**src/hdl/qtc_pkg.sv**
```systemverilog
// What this block does
// - each nominal code is multiplied by one plus a linear and a square term in delta T.
// - the linear term is coefficient times delta over 2^13, the square term over 2^18.
// - with the source select at 0, delta is the die reading minus the nominal temperature.
// - with the source select at 1, delta is the host value minus the nominal temperature.
// - die, host and nominal temperatures are 10-bit unsigned at half a kelvin per step.
// - every coefficient is an 8-bit two's complement value from -128 to +127.
// - modulation, bias and monitor each use only their own coefficient pair.
// - the factor acts on digital codes, for the monitor on its logarithmic code.
`default_nettype none
package qtc_pkg;
    // ==========================================================
    // widths
    localparam int QTC_TEMP_W = 10;
    localparam int QTC_COEF_W = 8;
    localparam int QTC_CODE_W = 10;
    localparam int QTC_LIN_SHIFT = 13;
    localparam int QTC_SQ_SHIFT = 18;
    // ==========================================================
    // register byte offsets
    localparam logic [7:0] QTC_CTRL_OFS = 8'h00;
    localparam logic [7:0] QTC_NOM_TEMP_OFS = 8'h04;
    localparam logic [7:0] QTC_HOST_TEMP_OFS = 8'h08;
    localparam logic [7:0] QTC_MOD_COEF_OFS = 8'h0C;
    localparam logic [7:0] QTC_BIAS_COEF_OFS = 8'h10;
    localparam logic [7:0] QTC_MON_COEF_OFS = 8'h14;
    localparam logic [7:0] QTC_MOD_NOM_OFS = 8'h18;
    localparam logic [7:0] QTC_BIAS_NOM_OFS = 8'h1C;
    localparam logic [7:0] QTC_MON_NOM_OFS = 8'h20;
    localparam logic [7:0] QTC_MOD_OUT_OFS = 8'h24;
    localparam logic [7:0] QTC_BIAS_OUT_OFS = 8'h28;
    localparam logic [7:0] QTC_MON_OUT_OFS = 8'h2C;
    localparam logic [7:0] QTC_STATUS_OFS = 8'h30;
    // ==========================================================
    // field positions
    localparam int QTC_SRC_SEL_BIT = 0;
    localparam int QTC_SQ_LSB = 8;
    localparam int QTC_DELTA_LSB = 16;
    // ==========================================================
    // values after reset
    localparam logic QTC_SRC_SEL_RST = 1'b0;
    localparam logic [9:0] QTC_TEMP_RST = 10'h000;
    localparam logic [7:0] QTC_COEF_RST = 8'h00;
    localparam logic [9:0] QTC_CODE_RST = 10'h000;
    localparam logic [31:0] QTC_RDATA_RST = 32'h0000_0000;
endpackage
`default_nettype wire

```
**src/hdl/qtc_top.sv**
```systemverilog
// Decided for this implementation: the placing of the registers and the AHB-Lite interface to the registers.
`default_nettype none
module qtc_top
    import qtc_pkg::*;
(
    input wire logic i_core_clk,
    input wire logic i_sys_rst,
    input wire logic i_hsel,
    input wire logic [31:0] i_haddr,
    input wire logic [1:0] i_htrans,
    input wire logic i_hwrite,
    input wire logic [2:0] i_hsize,
    input wire logic [31:0] i_hwdata,
    input wire logic i_hready,
    output logic [31:0] o_hrdata,
    output logic o_hreadyout,
    output logic o_hresp,
    input wire logic [QTC_TEMP_W-1:0] i_die_temp,
    input wire logic i_die_temp_valid,
    output logic [QTC_CODE_W-1:0] o_mod_code,
    output logic [QTC_CODE_W-1:0] o_bias_code,
    output logic [QTC_CODE_W-1:0] o_mon_code
);
    // ==========================================================
    // bus state
    logic wr_pend_reg;
    logic rd_wait_reg;
    logic [7:0] addr_reg;
    logic take;
    logic [31:0] rd_mux;

    // configuration and inputs
    logic src_sel_reg;
    logic [QTC_TEMP_W-1:0] nom_temp_reg;
    logic [QTC_TEMP_W-1:0] host_temp_reg;
    logic [QTC_TEMP_W-1:0] die_temp_reg;
    logic [QTC_COEF_W-1:0] mod_lin_reg;
    logic [QTC_COEF_W-1:0] mod_sq_reg;
    logic [QTC_COEF_W-1:0] bias_lin_reg;
    logic [QTC_COEF_W-1:0] bias_sq_reg;
    logic [QTC_COEF_W-1:0] mon_lin_reg;
    logic [QTC_COEF_W-1:0] mon_sq_reg;
    logic [QTC_CODE_W-1:0] mod_nom_reg;
    logic [QTC_CODE_W-1:0] bias_nom_reg;
    logic [QTC_CODE_W-1:0] mon_nom_reg;

    // datapath
    logic [QTC_TEMP_W-1:0] cur_temp;
    logic signed [10:0] delta;
    logic mod_sat;
    logic bias_sat;
    logic mon_sat;

    // ==========================================================
    // ahb-lite slave: writes have no wait state, reads take one so that
    // a read right behind a write to the same word sees the new value
    assign take = i_hsel && i_htrans[1] && i_hready;
    assign o_hreadyout = ~rd_wait_reg;
    assign o_hresp = 1'b0;

    always_ff @(posedge i_core_clk) begin
        if (i_sys_rst) begin
            wr_pend_reg <= 1'b0;
            rd_wait_reg <= 1'b0;
            addr_reg <= 8'h00;
        end else begin
            if (i_hready) begin
                wr_pend_reg <= take && i_hwrite;
                rd_wait_reg <= take && !i_hwrite;
                if (take) begin
                    addr_reg <= {i_haddr[7:2], 2'b00};
                end
            end else begin
                rd_wait_reg <= 1'b0;
            end
        end
    end

    // upper address bits outside the window alias into it; unmapped reads give zero
    always_comb begin
        rd_mux = QTC_RDATA_RST;
        case (addr_reg)
            QTC_CTRL_OFS: rd_mux[QTC_SRC_SEL_BIT] = src_sel_reg;
            QTC_NOM_TEMP_OFS: rd_mux[QTC_TEMP_W-1:0] = nom_temp_reg;
            QTC_HOST_TEMP_OFS: rd_mux[QTC_TEMP_W-1:0] = host_temp_reg;
            QTC_MOD_COEF_OFS: rd_mux[15:0] = {mod_sq_reg, mod_lin_reg};
            QTC_BIAS_COEF_OFS: rd_mux[15:0] = {bias_sq_reg, bias_lin_reg};
            QTC_MON_COEF_OFS: rd_mux[15:0] = {mon_sq_reg, mon_lin_reg};
            QTC_MOD_NOM_OFS: rd_mux[QTC_CODE_W-1:0] = mod_nom_reg;
            QTC_BIAS_NOM_OFS: rd_mux[QTC_CODE_W-1:0] = bias_nom_reg;
            QTC_MON_NOM_OFS: rd_mux[QTC_CODE_W-1:0] = mon_nom_reg;
            QTC_MOD_OUT_OFS: rd_mux[QTC_CODE_W-1:0] = o_mod_code;
            QTC_BIAS_OUT_OFS: rd_mux[QTC_CODE_W-1:0] = o_bias_code;
            QTC_MON_OUT_OFS: rd_mux[QTC_CODE_W-1:0] = o_mon_code;
            QTC_STATUS_OFS: begin
                rd_mux[2:0] = {mon_sat, bias_sat, mod_sat};
                rd_mux[QTC_DELTA_LSB+10:QTC_DELTA_LSB] = delta;
                rd_mux[31:QTC_DELTA_LSB+11] = {5{delta[10]}};
            end
            default: rd_mux = QTC_RDATA_RST;
        endcase
    end

    // read data held in a flop for the whole data phase
    always_ff @(posedge i_core_clk) begin
        if (i_sys_rst) begin
            o_hrdata <= QTC_RDATA_RST;
        end else if (rd_wait_reg) begin
            o_hrdata <= rd_mux;
        end
    end

    // ==========================================================
    // software-written configuration; output and status words are read only
    always_ff @(posedge i_core_clk) begin
        if (i_sys_rst) begin
            src_sel_reg <= QTC_SRC_SEL_RST;
            nom_temp_reg <= QTC_TEMP_RST;
            host_temp_reg <= QTC_TEMP_RST;
            mod_lin_reg <= QTC_COEF_RST;
            mod_sq_reg <= QTC_COEF_RST;
            bias_lin_reg <= QTC_COEF_RST;
            bias_sq_reg <= QTC_COEF_RST;
            mon_lin_reg <= QTC_COEF_RST;
            mon_sq_reg <= QTC_COEF_RST;
            mod_nom_reg <= QTC_CODE_RST;
            bias_nom_reg <= QTC_CODE_RST;
            mon_nom_reg <= QTC_CODE_RST;
        end else if (wr_pend_reg) begin
            case (addr_reg)
                QTC_CTRL_OFS: src_sel_reg <= i_hwdata[QTC_SRC_SEL_BIT];
                QTC_NOM_TEMP_OFS: nom_temp_reg <= i_hwdata[QTC_TEMP_W-1:0];
                QTC_HOST_TEMP_OFS: host_temp_reg <= i_hwdata[QTC_TEMP_W-1:0];
                QTC_MOD_COEF_OFS: begin
                    mod_lin_reg <= i_hwdata[QTC_COEF_W-1:0];
                    mod_sq_reg <= i_hwdata[QTC_SQ_LSB+QTC_COEF_W-1:QTC_SQ_LSB];
                end
                QTC_BIAS_COEF_OFS: begin
                    bias_lin_reg <= i_hwdata[QTC_COEF_W-1:0];
                    bias_sq_reg <= i_hwdata[QTC_SQ_LSB+QTC_COEF_W-1:QTC_SQ_LSB];
                end
                QTC_MON_COEF_OFS: begin
                    mon_lin_reg <= i_hwdata[QTC_COEF_W-1:0];
                    mon_sq_reg <= i_hwdata[QTC_SQ_LSB+QTC_COEF_W-1:QTC_SQ_LSB];
                end
                QTC_MOD_NOM_OFS: mod_nom_reg <= i_hwdata[QTC_CODE_W-1:0];
                QTC_BIAS_NOM_OFS: bias_nom_reg <= i_hwdata[QTC_CODE_W-1:0];
                QTC_MON_NOM_OFS: mon_nom_reg <= i_hwdata[QTC_CODE_W-1:0];
                default: ;
            endcase
        end
    end

    // ==========================================================
    // die reading kept between conversions so delta never sees a gap
    always_ff @(posedge i_core_clk) begin
        if (i_sys_rst) begin
            die_temp_reg <= QTC_TEMP_RST;
        end else if (i_die_temp_valid) begin
            die_temp_reg <= i_die_temp;
        end
    end

    // unsigned halves of a kelvin, difference carried one bit wider
    always_comb begin
        cur_temp = src_sel_reg ? host_temp_reg : die_temp_reg;
        delta = $signed({1'b0, cur_temp}) - $signed({1'b0, nom_temp_reg});
    end

    // ==========================================================
    // one scaler per quantity, each fed its own pair
    qtc_scale_unit #(
        .W(QTC_CODE_W),
        .CW(QTC_COEF_W)
    ) u_mod (
        .i_core_clk(i_core_clk),
        .i_sys_rst(i_sys_rst),
        .i_nominal(mod_nom_reg),
        .i_delta(delta),
        .i_lin_coef($signed(mod_lin_reg)),
        .i_sq_coef($signed(mod_sq_reg)),
        .o_value(o_mod_code),
        .o_sat(mod_sat)
    );

    qtc_scale_unit #(
        .W(QTC_CODE_W),
        .CW(QTC_COEF_W)
    ) u_bias (
        .i_core_clk(i_core_clk),
        .i_sys_rst(i_sys_rst),
        .i_nominal(bias_nom_reg),
        .i_delta(delta),
        .i_lin_coef($signed(bias_lin_reg)),
        .i_sq_coef($signed(bias_sq_reg)),
        .o_value(o_bias_code),
        .o_sat(bias_sat)
    );

    // log-coded monitor value is scaled as is, not linearised first
    qtc_scale_unit #(
        .W(QTC_CODE_W),
        .CW(QTC_COEF_W)
    ) u_mon (
        .i_core_clk(i_core_clk),
        .i_sys_rst(i_sys_rst),
        .i_nominal(mon_nom_reg),
        .i_delta(delta),
        .i_lin_coef($signed(mon_lin_reg)),
        .i_sq_coef($signed(mon_sq_reg)),
        .o_value(o_mon_code),
        .o_sat(mon_sat)
    );
endmodule
`default_nettype wire

```
**src/hdl/qtc_scale_unit.sv**
```systemverilog
`default_nettype none
module qtc_scale_unit
    import qtc_pkg::*;
#(
    parameter int W = QTC_CODE_W,
    parameter int CW = QTC_COEF_W
) (
    input wire logic i_core_clk,
    input wire logic i_sys_rst,
    input wire logic [W-1:0] i_nominal,
    input wire logic signed [10:0] i_delta,
    input wire logic signed [CW-1:0] i_lin_coef,
    input wire logic signed [CW-1:0] i_sq_coef,
    output logic [W-1:0] o_value,
    output logic o_sat
);
    localparam int PW = W + 1 + 32;
    localparam logic signed [31:0] ONE_FIX = 32'sh0000_0001 <<< QTC_SQ_SHIFT;
    localparam logic signed [PW-1:0] MAX_CODE = PW'((64'h1 << W) - 64'h1);

    logic signed [21:0] sq;
    logic signed [CW+21:0] sq_term;
    logic signed [CW+10:0] lin_term;
    logic signed [31:0] factor;
    logic signed [PW-1:0] prod;
    logic signed [PW-1:0] scaled;
    logic [W-1:0] value_next;
    logic sat_next;

    // ==========================================================
    // factor in units of 2^-18, linear term aligned by 2^5
    always_comb begin
        sq = i_delta * i_delta;
        sq_term = i_sq_coef * sq;
        lin_term = i_lin_coef * i_delta;
        factor = ONE_FIX + 32'(sq_term)
            + (32'(lin_term) <<< (QTC_SQ_SHIFT - QTC_LIN_SHIFT));
        prod = $signed({1'b0, i_nominal}) * factor;
        scaled = prod >>> QTC_SQ_SHIFT; // floor, so negatives round down
    end

    // clamp to code range; a wrap would slam the current to the far end
    always_comb begin
        if (scaled < 0) begin
            value_next = '0;
            sat_next = 1'b1;
        end else if (scaled > MAX_CODE) begin
            value_next = {W{1'b1}};
            sat_next = 1'b1;
        end else begin
            value_next = scaled[W-1:0];
            sat_next = 1'b0;
        end
    end

    // registered output, one cycle behind its inputs
    always_ff @(posedge i_core_clk) begin
        if (i_sys_rst) begin
            o_value <= QTC_CODE_RST;
            o_sat <= 1'b0;
        end else begin
            o_value <= value_next;
            o_sat <= sat_next;
        end
    end
endmodule
`default_nettype wire

```
**config.mk**
```make
export PLATFORM = sky130hd
export DESIGN_NAME = qtc_top
export DESIGN_NICKNAME = d
export VERILOG_FILES = /design/src/hdl/qtc_pkg.sv /design/src/hdl/qtc_top.sv /design/src/hdl/qtc_scale_unit.sv
export SDC_FILE = /design/constraint.sdc
export NUM_CORES = 2
export LEC_CHECK = 0
export BUFFER_PORTS_ARGS = -buffer_cell sky130_fd_sc_hd__buf_2
export CORE_ASPECT_RATIO = 1.2
export CORE_MARGIN = 2
export CORE_UTILIZATION = 42
export CTS_BUF_LIST = sky130_fd_sc_hd__clkbuf_4
export DETAILED_ROUTE_END_ITERATION = 10
export MAX_ROUTING_LAYER = met4
export PLACE_DENSITY = 0.58
export SYNTH_ARGS = -nofsm -noshare
export SYNTH_HDL_FRONTEND = slang
export SYNTH_SLANG_ARGS = --single-unit
```
**constraint.sdc**
```tcl
create_clock -name i_core_clk -period 27.3 [get_ports i_core_clk]
set_clock_uncertainty 0.15 [all_clocks]
set_input_delay 4.095 -clock i_core_clk [delete_from_list [all_inputs] [get_ports i_core_clk]]
set_output_delay 4.095 -clock i_core_clk [all_outputs]
set_load 0.02 [all_outputs]
```
==> results.cfg <==
[grt]
first_global_vias = 59590
met1_usage_pct = 30.60
antenna_found_initial = 17
grt_pass1_wl_um = 326500
busiest_layer = met2
grt_max_degree = 96
grt_use_met2_pct = 41.19
grt_usage_pct = 24.21
grt_util_met3_pct = 2.730
grt_overflow = 0

[routing]
via_per_inst = 5.240
drtIter0Drc = 3327
vias = 54450
wl_per_cell_um = 19.04
wl_um = 197900
ant_nets = 0
drc = 0
first_pass_iters = 6

[timing]
finalSetupViolCount = 0
fin_crit_sh_pct = 75.69
relSlewSlack_pct = 13.32
clock.fmax_ghz = 0.04840
slew_violations = 0
fin_crit_ns = 20.66
hold_viol_final = 0
rsz0062_at_grt = no
worst_pin_slew_ns = 1.291
finalSetupTns_ns = 0

[critical_path]
crit_type = register to register
critPathMaxStageDelay_ns = 0.91
endpoint_kind = register
required_ns = 27.77
cp_common_cell = fa_1
regToRegSetupSlack_ns = 6.64
crit_path_max_fanout = 34
r2r_start = src_sel_reg
slowest_stage = o21ai_0
rr_worst_depth = 60
worst-endpoint-arrival_ns = 21.13
r2r_end = u_mod.o_value[6]
start_kind = register

[finish]
stdcell_count = 10390
layout-drive-gt1-share_pct = 4.374
final_nets = 10410
multiInputGateArea_um2 = 61330
top_register = o_hrdata
syn2layout_area_growth_pct = 4.799
fin_util_pct = 44.17
largest_reg_flops = 27
regArea_um2 = 3548
nFillCells = 17040

[synth]
synth_seq_area_share_pct = 4.889
netlist_area_um2 = 72480
synth-main-ff-cell = dfxtp_1
syn_area_per_cell_um2 = 8.832
yosysWarnings = 0
synthArstFlopShare_pct = 0
synth_seq_cells = 177
synth_edf_count = 0
ys_types = 86
synth_cells = 8206
syn_nets = 10530

[power_and_ir_drop]
p_leak_nw = 37.00
finalPower_mw = 3.596
p_per_area_nw_per_um2 = 47.34
p_sw_share_pct = 71.57
combPwrFrac_pct = 87.6
p_int_mw = 1.022
seq_power_share_pct = 7.3
ir_worst_vdd_uv = 694.2
p_switching_mw = 2.574
power_frac_clock_pct = 5.1

[cts]
clk_pin_slew_ns = 0.18
clk_latency_ns = 0.78
cts_hold_buf = 0
clk_path_buf_depth = 2
cts_setup_buffers = 0
h-tree-depth = 4
root_buffer = clkbuf_4
cts_tree = built
cts.sinks = 177
cts-buffers-inserted = 17
cts_resized = 0

[min_path]
whs_path_depth = 2
hp-start = bias_sq_reg[6]
hold_class = register to register
hold_path_end = bias_sq_reg[6]

[floorplan]
die-area_um2 = 175900
start_util_pct = 42.15
core-area_um2 = 172000
die_height_um = 459.1
die_w_um = 383.2
ios = 149
std_cell_rows = 167

[placed_design]
hpwl_um = 159600
portBuffers = 101
dp_cells = 10340
gp_congestion = 0.8821

[run]
maxCapViolCount = 0

[outcome]
status = finished, final reports clean
## cells in the mapped netlist, types with 9 or more instances
cell       number  area [um2]
xnor2_1       193        1690
o21a_1         33       247.7
clkbuf_1      337        1265
xor2_1         90       788.3
a211o_1        10       87.58
a21oi_1       278        1391
o211ai_1       14       105.1
mux2i_1        53       530.5
o31ai_1        17       127.6
a211oi_1       21       157.7
nand2_1      1073        4028
mux2_2         32       360.4
dfxtp_1       177        3543
nor2_1        234       878.3
or3_1          16       100.1
a311oi_1       15       131.4
a21o_1        122       915.9
ha_1          666        8333
nand4_1        21       131.4
inv_1        1702        6389
o21bai_1       23       172.7
buf_1          20       75.07
a2111oi_0       9       78.83
o21ai_0       107       535.5
fa_1         1573       31490
nand3_1        71       355.3
or2_2          11       68.82
and2_1        774        4842
and3_1         71       444.2
nor2b_1        86       538.0
nor3_1         57       285.3
nand2b_1       63       394.1
a221oi_1       28       245.2
a22o_1         16       140.1
nand3b_1       18       135.1
a31oi_1        24       150.1
## cell families after synthesis
group / Yosys count / share of synthesized area, %
AND/OR/NAND/NOR: 2542 / 17.37
adder cells (fa/ha/maj): 2239 / 54.95
buffers and inverters: 2074 / 10.79
AO/OA/AOI/OAI: 800 / 7.214
XOR/XNOR: 283 / 3.420
flip-flops: 177 / 4.889
multiplexers: 90 / 1.372
other: 1 / 0.005174
## per-layer routing
layer  wire length (um)  vias up
met2              99140     1425
met1              81520    28040
li1                   -    24650
met3              11380      335
met4               5861        0
met5                  0        -
## area by class of cell
cell class / count / share of cell area, %
clock inverter: 15 / 0.2866
multi-input combinational: 5955 / 80.74
clock buffer: 17 / 0.1680
inverter: 1707 / 8.436
antenna: 17 / 0.05601
tap: 2281 / 3.757
timing repair buffer: 223 / 1.880
sequential: 177 / 4.672
## worst max-delay path by stage
| stage | startpoint | depth (start not counted) | endpoint |
|---|---|---|---|
| final | src_sel_reg | 60 | u_mod.o_value[6] |
| after global routing | src_sel_reg | 64 | u_bias.o_value[3] |
| after CTS | src_sel_reg | 64 | u_mod.o_value[6] |
| after detailed placement | src_sel_reg | 60 | u_mod.o_value[6] |
| after global placement | src_sel_reg | 64 | u_mod.o_value[0] |
| after floorplan | src_sel_reg | 70 | u_mon.o_value[0] |
## power by group through the flow
stage | Sequential, mW | Combinational (mW) | Clock [mW]
6_report | 0.263 | 3.15 | 0.184
5_1_grt | 0.263 | 3.28 | 0.198
4_1_cts | 0.263 | 3.11 | 0.186
3_5_place_dp | 0.268 | 3.09 | 0
3_3_place_gp | 0.268 | 3.09 | 0
2_1_floorplan | 0.267 | 1.51 | 0
## cell usage in the layout (no fill, tap or decap), types with 85 or more instances in the layout
cell type / n
buf_2: 100
and2_1: 774
fa_1: 1571
a21oi_1: 278
xnor2_1: 179
nand2_1: 1073
nor2_1: 233
inv_1: 1702
nor2b_1: 86
ha_1: 664
o21ai_0: 106
a21o_1: 122
dfxtp_1: 173
buf_4: 122
xor2_1: 85
## critical path, delay by kind of cell, from the launching register on
| kind | cells | cell delay [ns] |
|---|---|---|
| muxes | 2 | 0.74 |
| and+or+nand+nor | 13 | 3.45 |
| adders and majority gates | 19 | 8.55 |
| AOI/OAI and AO/OA | 14 | 4.22 |
| buffers and inverters | 10 | 1.56 |
| DFF | 1 | 0.76 |
| xor gates and xnor gates | 2 | 1.00 |
## stage by stage
| stage | cell area [um2] | worst slack [ns] | hold slack [ns] |
|---|---|---|---|
| floorplan | 72480 | 9.518 | 0.2863 |
| global placement | 75570 | 7.003 | 0.2918 |
| detailed placement | 75570 | 6.871 | 0.2992 |
| CTS | 75910 | 6.720 | 0.3210 |
| global route | 75940 | 5.566 | 0.3503 |
| finish | 75960 | 6.637 | 0.3219 |
Note: power is estimated with default switching activity, not from simulation.
